[src/rtl/mcf_defines.svh]
// register offsets, field positions, codes and timing counts of the FIFO bus master
// assumes word addressing on the control port, a 125 MHz clk_sys
`ifndef MCF_DEFINES_SVH
`define MCF_DEFINES_SVH

// -------------------------------------------------------------------------
// control port map (word index)
// -------------------------------------------------------------------------
`define MCF_A_CTRL     4'h0
`define MCF_A_CFG      4'h1
`define MCF_A_STAT     4'h2
`define MCF_A_XCNT     4'h3

`define MCF_C_GO       0
`define MCF_C_DIR      1
`define MCF_C_CH       3:2
`define MCF_C_ABORT    4
`define MCF_C_WAKE     5
`define MCF_C_RST      6

`define MCF_G_STRAP    1:0
`define MCF_G_BCD      2
`define MCF_G_WAIT     3
`define MCF_CFG_W      4
`define MCF_CFG_RST    4'h3

`define MCF_S_TMO      11

// -------------------------------------------------------------------------
// bus codes
// -------------------------------------------------------------------------
`define MCF_CH_BASE    8'h01
`define MCF_DIR_RD     4'h0
`define MCF_DIR_WR     4'h1
`define MCF_IDLE_WORD  32'hFFFF_FFFF
`define MCF_IDLE_LANES 4'hF
`define MCF_ST_OUT     4
`define MCF_PKT_SHIFT  10

// -------------------------------------------------------------------------
// timing
// -------------------------------------------------------------------------
`define MCF_CLK_NS     8
`define MCF_RST_NS     1000
`define MCF_WAKE_NS    1000
`define MCF_RST_CYC    ((`MCF_RST_NS + `MCF_CLK_NS - 1) / `MCF_CLK_NS)
`define MCF_WAKE_CYC   ((`MCF_WAKE_NS + `MCF_CLK_NS - 1) / `MCF_CLK_NS)
`define MCF_ACK_WAIT   256

`endif

[src/rtl/mcf_pkg.sv]
// types shared by the FIFO bus master and its helpers
// assumes mcf_defines.svh holds every number but the enum encodings below
package mcf_pkg;

   typedef enum logic [4:0] {
      st_idle = 5'h01,
      st_cmd  = 5'h02,
      st_ta1  = 5'h04,
      st_data = 5'h08,
      st_ta2  = 5'h10
   } mcf_state_type;

   typedef enum logic [1:0] {
      mode_alt  = 2'h0,
      mode_one  = 2'h1,
      mode_two  = 2'h2,
      mode_four = 2'h3
   } mcf_mode_type;

endpackage : mcf_pkg

[src/rtl/mcf_aux_if.sv]
// signals between the bus master and its two helpers
// assumes one clock domain, clk_sys
`timescale 1ns/10ps

interface mcf_aux_if;
   logic                  clear;
   logic                  take;
   logic [3:0]            lanes;
   logic                  sample;
   logic [7:0]            status_in;
   logic [7:0]            status_q;
   logic [15:0]           bytes;
   logic [5:0]            full_pkts;
   logic                  short_pkt;
   mcf_pkg::mcf_mode_type strap;
   logic                  bcd;
   logic                  rst_req;
   logic                  wake_req;
   logic [1:0]            gpio_in;
   logic                  wake_in;
   logic [1:0]            gpio_q;
   logic                  suspended;

   modport stat (input clear, take, lanes, sample, status_in,
                 output status_q, bytes, full_pkts, short_pkt);
   modport side (input strap, bcd, rst_req, wake_req, gpio_in, wake_in,
                 output gpio_q, suspended);
endinterface : mcf_aux_if

[src/rtl/mcf_stat.sv]
// idle status capture and per-transaction byte and packet count
// assumes lanes are valid only with take
`timescale 1ns/10ps
`include "mcf_defines.svh"

module mcf_stat (
   input  wire logic clk_sys,  // system clock
   input  wire logic rstn,     // async reset, active low
   mcf_aux_if.stat   aux       // helper signals
);
   logic [15:0] bytes_q;
   logic [7:0]  stat_q;
   logic [2:0]  acc [0:4];

   assign acc[0] = 3'h0;
   for (genvar i = 0; i < 4; i++) begin : g_lane
      assign acc[i+1] = acc[i] + {2'h0, aux.lanes[i]};
   end

   always_ff @(posedge clk_sys or negedge rstn) begin
      if (!rstn) begin
         bytes_q <= 16'h0000;
         stat_q  <= 8'hFF;
      end else begin
         if (aux.clear) bytes_q <= 16'h0000;
         else if (aux.take) bytes_q <= bytes_q + {13'h0000, acc[4]};
         if (aux.sample) stat_q <= aux.status_in;
      end
   end

   // what the device will split this transaction into
   assign aux.bytes     = bytes_q;
   assign aux.full_pkts = bytes_q[15:`MCF_PKT_SHIFT];
   assign aux.short_pkt = |bytes_q[`MCF_PKT_SHIFT-1:0];
   assign aux.status_q  = stat_q;
endmodule : mcf_stat

[src/rtl/mcf_side.sv]
// device reset pulse, mode straps, charger-detect readback and wakeup pulse
// assumes gpio and wakeup inputs are synchronous to clk_sys
`timescale 1ns/10ps
`include "mcf_defines.svh"

module mcf_side #(
   parameter int RST_CYC  = `MCF_RST_CYC,   // device reset low time
   parameter int WAKE_CYC = `MCF_WAKE_CYC   // wakeup low time
) (
   input  wire logic clk_sys,      // system clock
   input  wire logic rstn,         // async reset, active low
   mcf_aux_if.side   aux,          // helper signals
   output logic [1:0] gpio_out,    // strap values
   output logic [1:0] gpio_oe_n,   // low while straps driven
   output logic      dev_reset_n,  // device reset
   output logic      wakeup_out,   // wakeup pin level
   output logic      wakeup_oe_n   // low while pulling wakeup
);
   if (RST_CYC < 1 || RST_CYC > 255 || WAKE_CYC < 1 || WAKE_CYC > 255) begin : g_chk
      $error("mcf_side: pulse counts must lie in 1..255");
   end

   logic [7:0] rst_cnt_q;
   logic [7:0] wake_cnt_q;
   logic [1:0] gpio_q;
   logic       susp_q;

   always_ff @(posedge clk_sys or negedge rstn) begin
      if (!rstn) begin
         rst_cnt_q  <= 8'(RST_CYC);  // device held in reset after ours
         wake_cnt_q <= 8'h00;
         gpio_q     <= 2'h0;
         susp_q     <= 1'b0;
      end else begin
         if (aux.rst_req) rst_cnt_q <= 8'(RST_CYC);
         else if (rst_cnt_q != 8'h00) rst_cnt_q <= rst_cnt_q - 8'h01;
         if (aux.wake_req && susp_q) wake_cnt_q <= 8'(WAKE_CYC);
         else if (wake_cnt_q != 8'h00) wake_cnt_q <= wake_cnt_q - 8'h01;
         gpio_q <= aux.gpio_in;
         if (wake_cnt_q == 8'h00) susp_q <= aux.wake_in;
      end
   end

   // straps stay driven unless the device owns the pins for charger results
   assign gpio_out    = aux.strap;
   assign gpio_oe_n   = {2{aux.bcd}};
   assign dev_reset_n = (rst_cnt_q == 8'h00);
   assign wakeup_out  = 1'b0;
   assign wakeup_oe_n = (wake_cnt_q == 8'h00);
   assign aux.gpio_q    = gpio_q;
   assign aux.suspended = susp_q;
endmodule : mcf_side

[src/rtl/mcf_host.sv]
// master of the multichannel synchronous FIFO bus, with control registers
// assumes bus pins are synchronous to clk_sys and the pad logic resolves enables
`timescale 1ns/10ps
`include "mcf_defines.svh"

// Functional notes
// - master drives idle lines high
// - master starts with request, per status
// - command phase: channel and direction code
// - direction code: zero read, one write
// - channel addresses one through four
// - word moves when request and ack low
// - read: release, device drives, turnaround
// - status sampled only after closing turnaround
// - write: only middle byte turns around
// - lane enables mark valid bytes
// - master reads whole buffer per transaction
// - idle status optional for master
module mcf_host #(
   parameter int ACK_WAIT = `MCF_ACK_WAIT   // cycles to wait for first ack
) (
   input  wire logic        clk_sys,              // system clock, 125 MHz
   input  wire logic        rstn,                 // async reset, active low
   input  wire logic [3:0]  reg_addr,             // register word index
   input  wire logic [31:0] reg_wdata,            // write data
   input  wire logic        reg_wr,               // write strobe
   input  wire logic        reg_rd,               // read strobe
   output logic [31:0]      reg_rdata,            // read data, next cycle
   input  wire logic        tx_valid,             // write word offered
   output logic             tx_ready,             // write word taken
   input  wire logic [31:0] tx_data,              // write word
   input  wire logic [3:0]  tx_lanes,             // valid bytes of word
   input  wire logic        tx_last,              // final word
   output logic             rx_valid,             // read word pulse
   output logic [31:0]      rx_data,              // read word
   output logic [3:0]       rx_lanes,             // valid bytes of read word
   input  wire logic [31:0] bus_data_in,          // data pins in
   output logic [31:0]      bus_data_out,         // data pins out
   output logic [31:0]      bus_data_oe_n,        // low while driving data
   input  wire logic [3:0]  byte_lane_enable_in,  // lane pins in
   output logic [3:0]       byte_lane_enable_out, // lane pins out
   output logic [3:0]       byte_lane_enable_oe_n,// low while driving lanes
   output logic             xact_req_n,           // transaction request
   input  wire logic        slave_ack_n,          // device acknowledge
   input  wire logic        slave_idle_status_n,  // device idle status
   input  wire logic [1:0]  gpio_in,              // strap pins in
   output logic [1:0]       gpio_out,             // strap pins out
   output logic [1:0]       gpio_oe_n,            // low while driving straps
   input  wire logic        wakeup_in,            // wakeup pin in
   output logic             wakeup_out,           // wakeup pin out
   output logic             wakeup_oe_n,          // low while pulling wakeup
   output logic             dev_reset_n           // device reset
);
   if (ACK_WAIT < 2 || ACK_WAIT > 65535) begin : g_chk
      $error("mcf_host: ACK_WAIT must lie in 2..65535");
   end

   // -------------------------------------------------------------------
   // state
   // -------------------------------------------------------------------
   mcf_pkg::mcf_state_type st_q, st_d;

   logic                req_n_q, req_n_d;
   logic                dir_q;
   logic [1:0]          ch_q;
   logic                go_pend_q;
   logic                abort_q;
   logic                seen_q;
   logic                idle_ok_q;
   logic                tmo_q;
   logic [15:0]         wait_q;
   logic [3:0]          cfg_q;
   logic [31:0]         word_q, word_d;
   logic [3:0]          wlanes_q, wlanes_d;
   logic                last_q, last_d;
   logic                loaded_q, loaded_d;
   logic [31:0]         out_q, out_d;
   logic [3:0]          lout_q, lout_d;
   logic                oe_hi_n_q, oe_mid_n_q;
   logic                rx_valid_q;
   logic [31:0]         rx_data_q;
   logic [3:0]          rx_lanes_q;
   logic [31:0]         rdata_q;
   logic                wake_p_q, rst_p_q;

   mcf_aux_if aux ();

   // -------------------------------------------------------------------
   // decode
   // -------------------------------------------------------------------
   wire in_idle   = (st_q == mcf_pkg::st_idle);
   wire in_data   = (st_q == mcf_pkg::st_data);
   wire wr_ctrl   = reg_wr && (reg_addr == `MCF_A_CTRL);
   wire wr_cfg    = reg_wr && (reg_addr == `MCF_A_CFG);
   wire wr_stat   = reg_wr && (reg_addr == `MCF_A_STAT);
   wire go_w      = wr_ctrl && reg_wdata[`MCF_C_GO] && in_idle && !go_pend_q;
   wire abort_w   = wr_ctrl && reg_wdata[`MCF_C_ABORT];
   wire take_w    = in_data && !req_n_q && !slave_ack_n;
   wire take_wr   = take_w && dir_q;
   wire take_rd   = take_w && !dir_q;
   wire tmo_w     = in_data && !seen_q && (wait_q == 16'(ACK_WAIT - 1));
   wire ack_gone  = in_data && seen_q && slave_ack_n;

   // status is a hint only; the ack decides what moves
   wire [2:0] st_idx = dir_q ? {1'b0, ch_q} : 3'(`MCF_ST_OUT) + {1'b0, ch_q};
   wire chan_rdy  = !aux.status_q[st_idx];
   wire start_w   = go_pend_q && idle_ok_q && !abort_q
                    && (!cfg_q[`MCF_G_WAIT] || chan_rdy);

   // a word last in its transaction closes the write once it has moved
   wire wr_phase  = dir_q && (st_q == mcf_pkg::st_ta1 || in_data);
   assign tx_ready = wr_phase && !abort_q && !(loaded_q && last_q)
                     && (!loaded_q || take_wr);
   wire load_w    = tx_valid && tx_ready;

   // -------------------------------------------------------------------
   // holding word
   // -------------------------------------------------------------------
   always_comb begin
      word_d   = word_q;
      wlanes_d = wlanes_q;
      last_d   = last_q;
      loaded_d = loaded_q;
      if (take_wr) begin
         loaded_d = 1'b0;
      end
      if (load_w) begin
         word_d   = tx_data;
         wlanes_d = tx_lanes;
         last_d   = tx_last;
         loaded_d = 1'b1;
      end
   end

   // -------------------------------------------------------------------
   // transaction sequence
   // -------------------------------------------------------------------
   always_comb begin
      st_d    = st_q;
      req_n_d = req_n_q;
      case (st_q)
         mcf_pkg::st_idle: begin
            if (start_w) begin
               st_d    = mcf_pkg::st_cmd;
               req_n_d = 1'b0;
            end
         end
         mcf_pkg::st_cmd: begin
            st_d = mcf_pkg::st_ta1;
         end
         mcf_pkg::st_ta1: begin
            if (dir_q && !loaded_d) begin
               st_d    = mcf_pkg::st_ta2;
               req_n_d = 1'b1;
            end else begin
               st_d = mcf_pkg::st_data;
            end
         end
         mcf_pkg::st_data: begin
            // in a write, request may only sit low while a real word is on the pins
            if (abort_q || tmo_w || ack_gone || (dir_q && !loaded_d)) begin
               st_d    = mcf_pkg::st_ta2;
               req_n_d = 1'b1;
            end
         end
         mcf_pkg::st_ta2: begin
            st_d = mcf_pkg::st_idle;
         end
         default: begin
            st_d    = mcf_pkg::st_idle;
            req_n_d = 1'b1;
         end
      endcase
   end

   // -------------------------------------------------------------------
   // pin values for the coming cycle
   // -------------------------------------------------------------------
   wire nx_cmd   = (st_d == mcf_pkg::st_cmd);
   wire nx_wdata = dir_q && (st_d == mcf_pkg::st_ta1 || st_d == mcf_pkg::st_data);
   wire nx_rbus  = !dir_q && (st_d == mcf_pkg::st_ta1 || st_d == mcf_pkg::st_data
                              || st_d == mcf_pkg::st_ta2);

   always_comb begin
      out_d  = `MCF_IDLE_WORD;
      lout_d = `MCF_IDLE_LANES;
      if (nx_cmd) begin
         out_d[7:0] = `MCF_CH_BASE + {6'h00, ch_q};
         lout_d     = dir_q ? `MCF_DIR_WR : `MCF_DIR_RD;
      end else if (nx_wdata) begin
         out_d  = word_d;
         lout_d = wlanes_d;
      end
   end

   // -------------------------------------------------------------------
   // registers of the sequence
   // -------------------------------------------------------------------
   always_ff @(posedge clk_sys or negedge rstn) begin
      if (!rstn) begin
         st_q       <= mcf_pkg::st_idle;
         req_n_q    <= 1'b1;
         out_q      <= `MCF_IDLE_WORD;
         lout_q     <= `MCF_IDLE_LANES;
         oe_hi_n_q  <= 1'b0;
         oe_mid_n_q <= 1'b1;
         idle_ok_q  <= 1'b0;
      end else begin
         st_q       <= st_d;
         req_n_q    <= req_n_d;
         out_q      <= out_d;
         lout_q     <= lout_d;
         oe_hi_n_q  <= nx_rbus;
         oe_mid_n_q <= !(nx_wdata && st_d == mcf_pkg::st_data);
         idle_ok_q  <= (st_d == mcf_pkg::st_idle) && in_idle;
      end
   end

   always_ff @(posedge clk_sys or negedge rstn) begin
      if (!rstn) begin
         word_q   <= 32'h0000_0000;
         wlanes_q <= 4'h0;
         last_q   <= 1'b0;
         loaded_q <= 1'b0;
      end else begin
         word_q   <= word_d;
         wlanes_q <= wlanes_d;
         last_q   <= last_d;
         loaded_q <= loaded_d;
      end
   end

   // an untaken word survives a full buffer and leads the next write
   always_ff @(posedge clk_sys or negedge rstn) begin
      if (!rstn) begin
         seen_q <= 1'b0;
         wait_q <= 16'h0000;
      end else if (!in_data) begin
         seen_q <= 1'b0;
         wait_q <= 16'h0000;
      end else begin
         if (!slave_ack_n) seen_q <= 1'b1;
         if (!seen_q) wait_q <= wait_q + 16'h0001;
      end
   end

   // -------------------------------------------------------------------
   // read words
   // -------------------------------------------------------------------
   // no length cap: a read runs until the device stops acking
   always_ff @(posedge clk_sys or negedge rstn) begin
      if (!rstn) begin
         rx_valid_q <= 1'b0;
         rx_data_q  <= 32'h0000_0000;
         rx_lanes_q <= 4'h0;
      end else begin
         rx_valid_q <= take_rd;
         if (take_rd) begin
            rx_data_q  <= bus_data_in;
            rx_lanes_q <= byte_lane_enable_in;
         end
      end
   end

   // -------------------------------------------------------------------
   // control registers
   // -------------------------------------------------------------------
   always_ff @(posedge clk_sys or negedge rstn) begin
      if (!rstn) begin
         go_pend_q <= 1'b0;
         dir_q     <= 1'b0;
         ch_q      <= 2'h0;
         abort_q   <= 1'b0;
         cfg_q     <= `MCF_CFG_RST;
         tmo_q     <= 1'b0;
         wake_p_q  <= 1'b0;
         rst_p_q   <= 1'b0;
      end else begin
         if (go_w) begin
            go_pend_q <= 1'b1;
            dir_q     <= reg_wdata[`MCF_C_DIR];
            ch_q      <= reg_wdata[`MCF_C_CH];
         end else if (start_w || abort_w) begin
            go_pend_q <= 1'b0;
         end
         if (abort_w && !in_idle) abort_q <= 1'b1;
         else if (in_idle) abort_q <= 1'b0;
         if (wr_cfg) cfg_q <= reg_wdata[`MCF_CFG_W-1:0];
         // a timeout in the clearing cycle stays visible
         if (tmo_w) tmo_q <= 1'b1;
         else if (wr_stat && reg_wdata[`MCF_S_TMO]) tmo_q <= 1'b0;
         wake_p_q <= wr_ctrl && reg_wdata[`MCF_C_WAKE];
         rst_p_q  <= wr_ctrl && reg_wdata[`MCF_C_RST];
      end
   end

   // -------------------------------------------------------------------
   // read-back
   // -------------------------------------------------------------------
   wire [31:0] r_ctrl = {23'h000000, st_q, loaded_q, go_pend_q, !in_idle, abort_q};
   wire [31:0] r_cfg  = {28'h0000000, cfg_q};
   wire [31:0] r_stat = {20'h00000, tmo_q, aux.suspended, aux.gpio_q, aux.status_q};
   wire [31:0] r_xcnt = {9'h000, aux.short_pkt, aux.full_pkts, aux.bytes};
   wire [31:0] r_mux  = (reg_addr == `MCF_A_CTRL) ? r_ctrl :
                        (reg_addr == `MCF_A_CFG)  ? r_cfg  :
                        (reg_addr == `MCF_A_STAT) ? r_stat :
                        (reg_addr == `MCF_A_XCNT) ? r_xcnt : 32'h0000_0000;

   always_ff @(posedge clk_sys or negedge rstn) begin
      if (!rstn) rdata_q <= 32'h0000_0000;
      else rdata_q <= reg_rd ? r_mux : 32'h0000_0000;
   end

   // -------------------------------------------------------------------
   // helpers
   // -------------------------------------------------------------------
   assign aux.clear     = start_w;
   assign aux.take      = take_w;
   assign aux.lanes     = dir_q ? wlanes_q : byte_lane_enable_in;
   assign aux.sample    = idle_ok_q;
   assign aux.status_in = bus_data_in[15:8];
   assign aux.strap     = mcf_pkg::mcf_mode_type'(cfg_q[`MCF_G_STRAP]);
   assign aux.bcd       = cfg_q[`MCF_G_BCD];
   assign aux.rst_req   = rst_p_q;
   assign aux.wake_req  = wake_p_q;
   assign aux.gpio_in   = gpio_in;
   assign aux.wake_in   = wakeup_in;

   mcf_stat u_stat (
      .clk_sys (clk_sys),
      .rstn    (rstn),
      .aux     (aux)
   );

   mcf_side u_side (
      .clk_sys     (clk_sys),
      .rstn        (rstn),
      .aux         (aux),
      .gpio_out    (gpio_out),
      .gpio_oe_n   (gpio_oe_n),
      .dev_reset_n (dev_reset_n),
      .wakeup_out  (wakeup_out),
      .wakeup_oe_n (wakeup_oe_n)
   );

   // -------------------------------------------------------------------
   // outputs
   // -------------------------------------------------------------------
   assign xact_req_n            = req_n_q;
   assign bus_data_out          = out_q;
   assign bus_data_oe_n         = {{16{oe_hi_n_q}}, {8{oe_mid_n_q}}, {8{oe_hi_n_q}}};
   assign byte_lane_enable_out  = lout_q;
   assign byte_lane_enable_oe_n = {4{oe_hi_n_q}};
   assign rx_valid              = rx_valid_q;
   assign rx_data               = rx_data_q;
   assign rx_lanes              = rx_lanes_q;
   assign reg_rdata             = rdata_q;
endmodule : mcf_host

[config.mk]
export PLATFORM = sky130hd
export DESIGN_NAME = mcf_host
export DESIGN_NICKNAME = d
export VERILOG_FILES = /design/src/rtl/mcf_pkg.sv /design/src/rtl/mcf_aux_if.sv /design/src/rtl/mcf_stat.sv /design/src/rtl/mcf_side.sv /design/src/rtl/mcf_host.sv
export VERILOG_INCLUDE_DIRS = /design/src /design/src/rtl
export SDC_FILE = /design/constraint.sdc
export NUM_CORES = 1
export LEC_CHECK = 0
export ABC_AREA = 0
export BUFFER_PORTS_ARGS = -buffer_cell sky130_fd_sc_hd__buf_2
export CAP_MARGIN = 30
export CORE_ASPECT_RATIO = 0.5
export CORE_MARGIN = 2
export CORE_UTILIZATION = 25
export CTS_CLUSTER_DIAMETER = 100
export CTS_CLUSTER_SIZE = 20
export DETAILED_ROUTE_END_ITERATION = 7
export PLACE_DENSITY = 0.55
export SYNTH_ARGS = -nofsm -noshare
export SYNTH_HDL_FRONTEND = slang
export SYNTH_SLANG_ARGS = --single-unit
[constraint.sdc]
create_clock -name clk_sys -period 8.5 [get_ports clk_sys]
set_input_delay 0.85 -clock clk_sys [delete_from_list [all_inputs] [get_ports clk_sys]]
set_output_delay 0.85 -clock clk_sys [all_outputs]
set_load 0.02 [all_outputs]
==> PnR_summary.wiki <==
{| class="wikitable"
! Metric !! Value
|-
| Per-cell via count in the routed design || 4.28
|-
| Dominant combinational cell family by area after synthesis || multiplexers
|-
| Dominant register cell in the synthesized netlist || dfrtp_1
|-
| Net load switching power || 780 uW
|-
| R2R Path End || u_stat.aux.bytes[14]
|-
| Share of total power in sequential cells || 49.9%
|-
| Synthesis warning total || 0
|-
| Avg WL per Cell || 15.1 um
|-
| First-pass DRT Iterations || 4
|-
| Number of register bits inferred by synthesis || 211
|-
| Resized Gates After CTS || 0
|-
| Post-synth EDFFs || 0
|-
| Endpoint arrival time on the critical path || 4260 ps
|-
| Max stage delay on crit path || 460 ps
|-
| # nets final || 1,104
|-
| Clock Tree Buf Depth || 3
|-
| Async S/R FF share, synth || 100%
|-
| Worst Hold Class || in2async
|-
| CTS root buffer || clkbuf_16
|-
| Sequential element share of the synthesized area || 56.3%
|-
| Worst reg2reg startpoint || dir_q
|-
| Final worst path period share || 46.0%
|-
| Fraction of layout cells with a size suffix above 1 || 41.4%
|-
| Crit path to || u_stat.aux.bytes[14]
|-
| Largest fanout on the critical path || 20
|-
| Status || finished, final reports clean
|-
| Static leakage || 0.00542 uW
|-
| Commonest non-fill, non-tap cells in the layout || 232 x buf_2, 156 x dfrtp_1, 80 x mux2_2, 58 x nor2_1, 55 x dfstp_2
|-
| Number of violations reported at the end of detailed-routing iteration 0 || 333
|-
| Cts bufs inserted || 14
|-
| Core Rows || 50
|-
| Core ar. || 37,400 um^2
|-
| Cell count after synthesis || 790
|-
| Clock Latency Late Sink || 490 ps
|-
| Ports placed on the boundary || 269
|-
| Placer congestion estimate || 0.800
|-
| Xor/xnor share of the synthesized area || 3.23%
|-
| Pre-CTS setup slack || 4380 ps
|-
| Most frequent standard cell in the layout excluding fill and tap cells || buf_2
|-
| Maximum achievable frequency || 256 MHz
|-
| Endpoint type of the worst setup path || register
|-
| Die outline height || 142 um
|-
| Post-synthesis adder-cell area fraction || 1.74%
|-
| Crit path max-delay cell type || nor4_1
|-
| Mean instance size in the synthesized netlist || 12.0 um^2
|-
| Fraction of power spent switching nets || 31.5%
|-
| Setup TNS || 0 ps
|-
| Detailed Place HPWL || 16,500 um
|-
| Unrepaired setup endpoints after global routing || no
|-
| Worst Reg2Reg Path Length in Cells || 14
|-
| FF-to-FF setup slack || 4590 ps
|-
| Worst-case vdd ir drop || 0.0000898 V
|-
| Data required time at the worst endpoint || 8850 ps
|-
| Combined buffer and inverter count along the critical path || 4
|-
| # DRC || 0
|-
| Pin slew with the least headroom to its limit || 829 ps
|-
| Number of filler cells placed in the layout || 3,860
|-
| Post-synthesis mux area share || 13.2%
|-
| # setup viols final || 0
|-
| Fin. Hold Viols || 0
|-
| Global route total overflow || 0
|-
| Most used cell, CP || inv_1
|-
| Effective utilization at floorplan || 25.4%
|-
| Clock transition at path regs || 90 ps
|-
| Initial antenna violation count || 1
|-
| Kind of cell adding the most delay to the critical path || adder cells
|-
| Setup Skew || 21.7 ps
|-
| Category of the most critical setup path || reg2reg
|-
| Max-Cap Viols || 0
|-
| Final Worst Setup Slack || 4590 ps
|-
| Post-synthesis instance area || 9500 um^2
|-
| Final antenna-violating net count || 0
|-
| Sort of element at the start of the critical path || register
|-
| Clock period minus worst slack || 3910 ps
|-
| Relative contribution of combinational cells to total power || 22.6%
|-
| Post-synthesis compound-gate area fraction || 5.40%
|-
| Count of cell instances traversed by the critical path || 14
|-
| Post-CTS Setup Bufs || 0
|-
| CTS sink count || 211
|-
| Power per standard cell area || 219 nW/um^2
|-
| First-pass GRT wire length || 35,400 um
|-
| Floorplan die width || 280 um
|-
| H-tree levels || 1
|-
| Layout area overhead || 19.1%
|-
| Overall power after layout || 2470 uW
|-
| Proportion of power drawn by the clock network || 27.5%
|-
| Worst rel slew slack || 44.2%
|-
| Internal power || 1690 uW
|-
| Number of buffers added on ports || 233
|-
| Distinct cell type count after synthesis || 64
|-
| Global router's overall resource usage || 10.9%
|-
| Fraction of the mapped netlist area in simple logic gates || 12.7%
|-
| Quantity of hold-fixing buffers added after cts || 0
|-
| Count of final max-slew check failures || 0
|-
| CP startpoint || dir_q
|-
| Via count of the routed design || 6,320
|-
| Die footprint || 39,700 um^2
|-
| Worst-path cell chain || buf_4 -> mux2_2 -> ha_1 -> inv_1 -> fa_1 -> inv_1 -> ha_1 -> inv_1 -> fa_1 -> nor2b_1 -> o2111ai_1 -> nor4_1 -> xnor2_1 -> nor2_1
|-
| Wire length reported by the detailed router || 22,300 um
|-
| CTS tree || done
|-
| Vias in the first global route || 6,666
|-
| Pin count of the biggest net entering global routing || 76
|}
-- per-stage QoR --
| stage | cell area [um^2] | hold WS (ps) | util, % | cells |
|---|---|---|---|---|
| floorplan | 9530 | 419 | - | 799 |
| global placement | 10800 | 447 | 28.9 | 1448 |
| detailed placement | 10800 | 451 | 28.9 | 1449 |
| CTS | 11200 | 346 | 30.1 | 1473 |
| global route | 11300 | 354 | 30.2 | 1476 |
| finish | 11300 | 326 | 30.2 | 1476 |
-- synth_stat cells, types with 3 or more instances --
library cell,instances,area (um^2)
nor4_1,10,62.6
nand3_1,12,60.1
ha_1,10,125
a22o_1,4,35.0
buf_6,3,33.8
buf_2,7,35.0
buf_4,55,413
inv_1,33,124
nor2_1,58,218
and3_1,4,25.0
mux2i_1,35,350
dfrtp_1,156,3900
dfstp_2,55,1450
nand4_1,8,50.1
or3_1,5,31.3
o21ai_0,11,55.1
a21oi_1,28,140
nand2b_1,44,275
and2_1,12,75.1
a2bb2oi_1,4,35.0
mux2_2,80,901
clkbuf_1,19,71.3
nand2_1,24,90.1
or2_2,3,18.8
nor3_1,16,80.1
xor2_1,11,96.3
or4_1,3,22.5
nor2b_1,8,50.1
xnor2_1,24,210
a221oi_1,5,43.8
-- how the worst min path moves through the flow --
| stage | endpoint | depth (start not counted) |
|---|---|---|
| 3_3_place_gp | u_side.wake_cnt_q[7] | 1 |
| 6_report | rx_data[6] | 1 |
| 5_1_grt | rx_data[6] | 1 |
| 3_5_place_dp | u_side.wake_cnt_q[7] | 1 |
| 4_1_cts | rx_data[6] | 1 |
| 2_1_floorplan | u_side.wake_cnt_q[7] | 1 |
-- logic make-up after synthesis --
| logic type | after synthesis |
|---|---|
| and+or+nand+nor | 222 |
| DFF | 211 |
| buffers and inverters | 119 |
| muxes | 115 |
| AOI/OAI and AO/OA | 75 |
| xor gates and xnor gates | 35 |
| adders and majority gates | 12 |
| other | 1 |
-- worst reg2reg max path: stages, from the launching register on --
cell,delay [ps]
dfrtp_1,330
buf_4,270
mux2_2,390
ha_1,290
inv_1,80
fa_1,430
inv_1,100
ha_1,170
inv_1,60
fa_1,390
nor2b_1,190
o2111ai_1,400
nor4_1,460
xnor2_1,170
nor2_1,50
-- layout make-up --
cell class,count,area [um^2],share of cell area [%]
diodes,1,2.50,0.0221
multi-input cells,469,3480,30.8
repair buffers,244,1310,11.6
flip-flops and latches,211,5350,47.3
clock buffers,23,405,3.59
well taps,494,618,5.47
clock inverters,1,11.3,0.0996
inverters,33,124,1.10
-- registers in the layout, summed over array words and instances (netlist names), 5 cells and up --
| name | count |
|---|---|
| bus_data_out | 32 |
| u_side.wake_cnt_q | 8 |
| st_q | 5 |
| word_q | 32 |
| rx_data | 32 |
| reg_rdata | 19 |
| u_stat.aux.status_q | 8 |
| wait_q | 16 |
| u_side.rst_cnt_q | 8 |
| u_stat.aux.bytes | 16 |
-- power groups by stage --
stage	clock, uW	sequential (uW)	combinational [uW]
6_report	680	1230	560
5_1_grt	750	1250	621
4_1_cts	715	1230	566
3_5_place_dp	0	1250	564
3_3_place_gp	0	1250	550
2_1_floorplan	0	1240	432
-- layer usage --
metal,global-route usage [%],part of all wire [%],vias up
li1,-,-,2993
met1,12.9,40,3214
met2,20.9,55,80
met3,0.922,1.7,33
met4,3.55,2.7,0
met5,0,0,-
(Power assumes the default switching activity.)
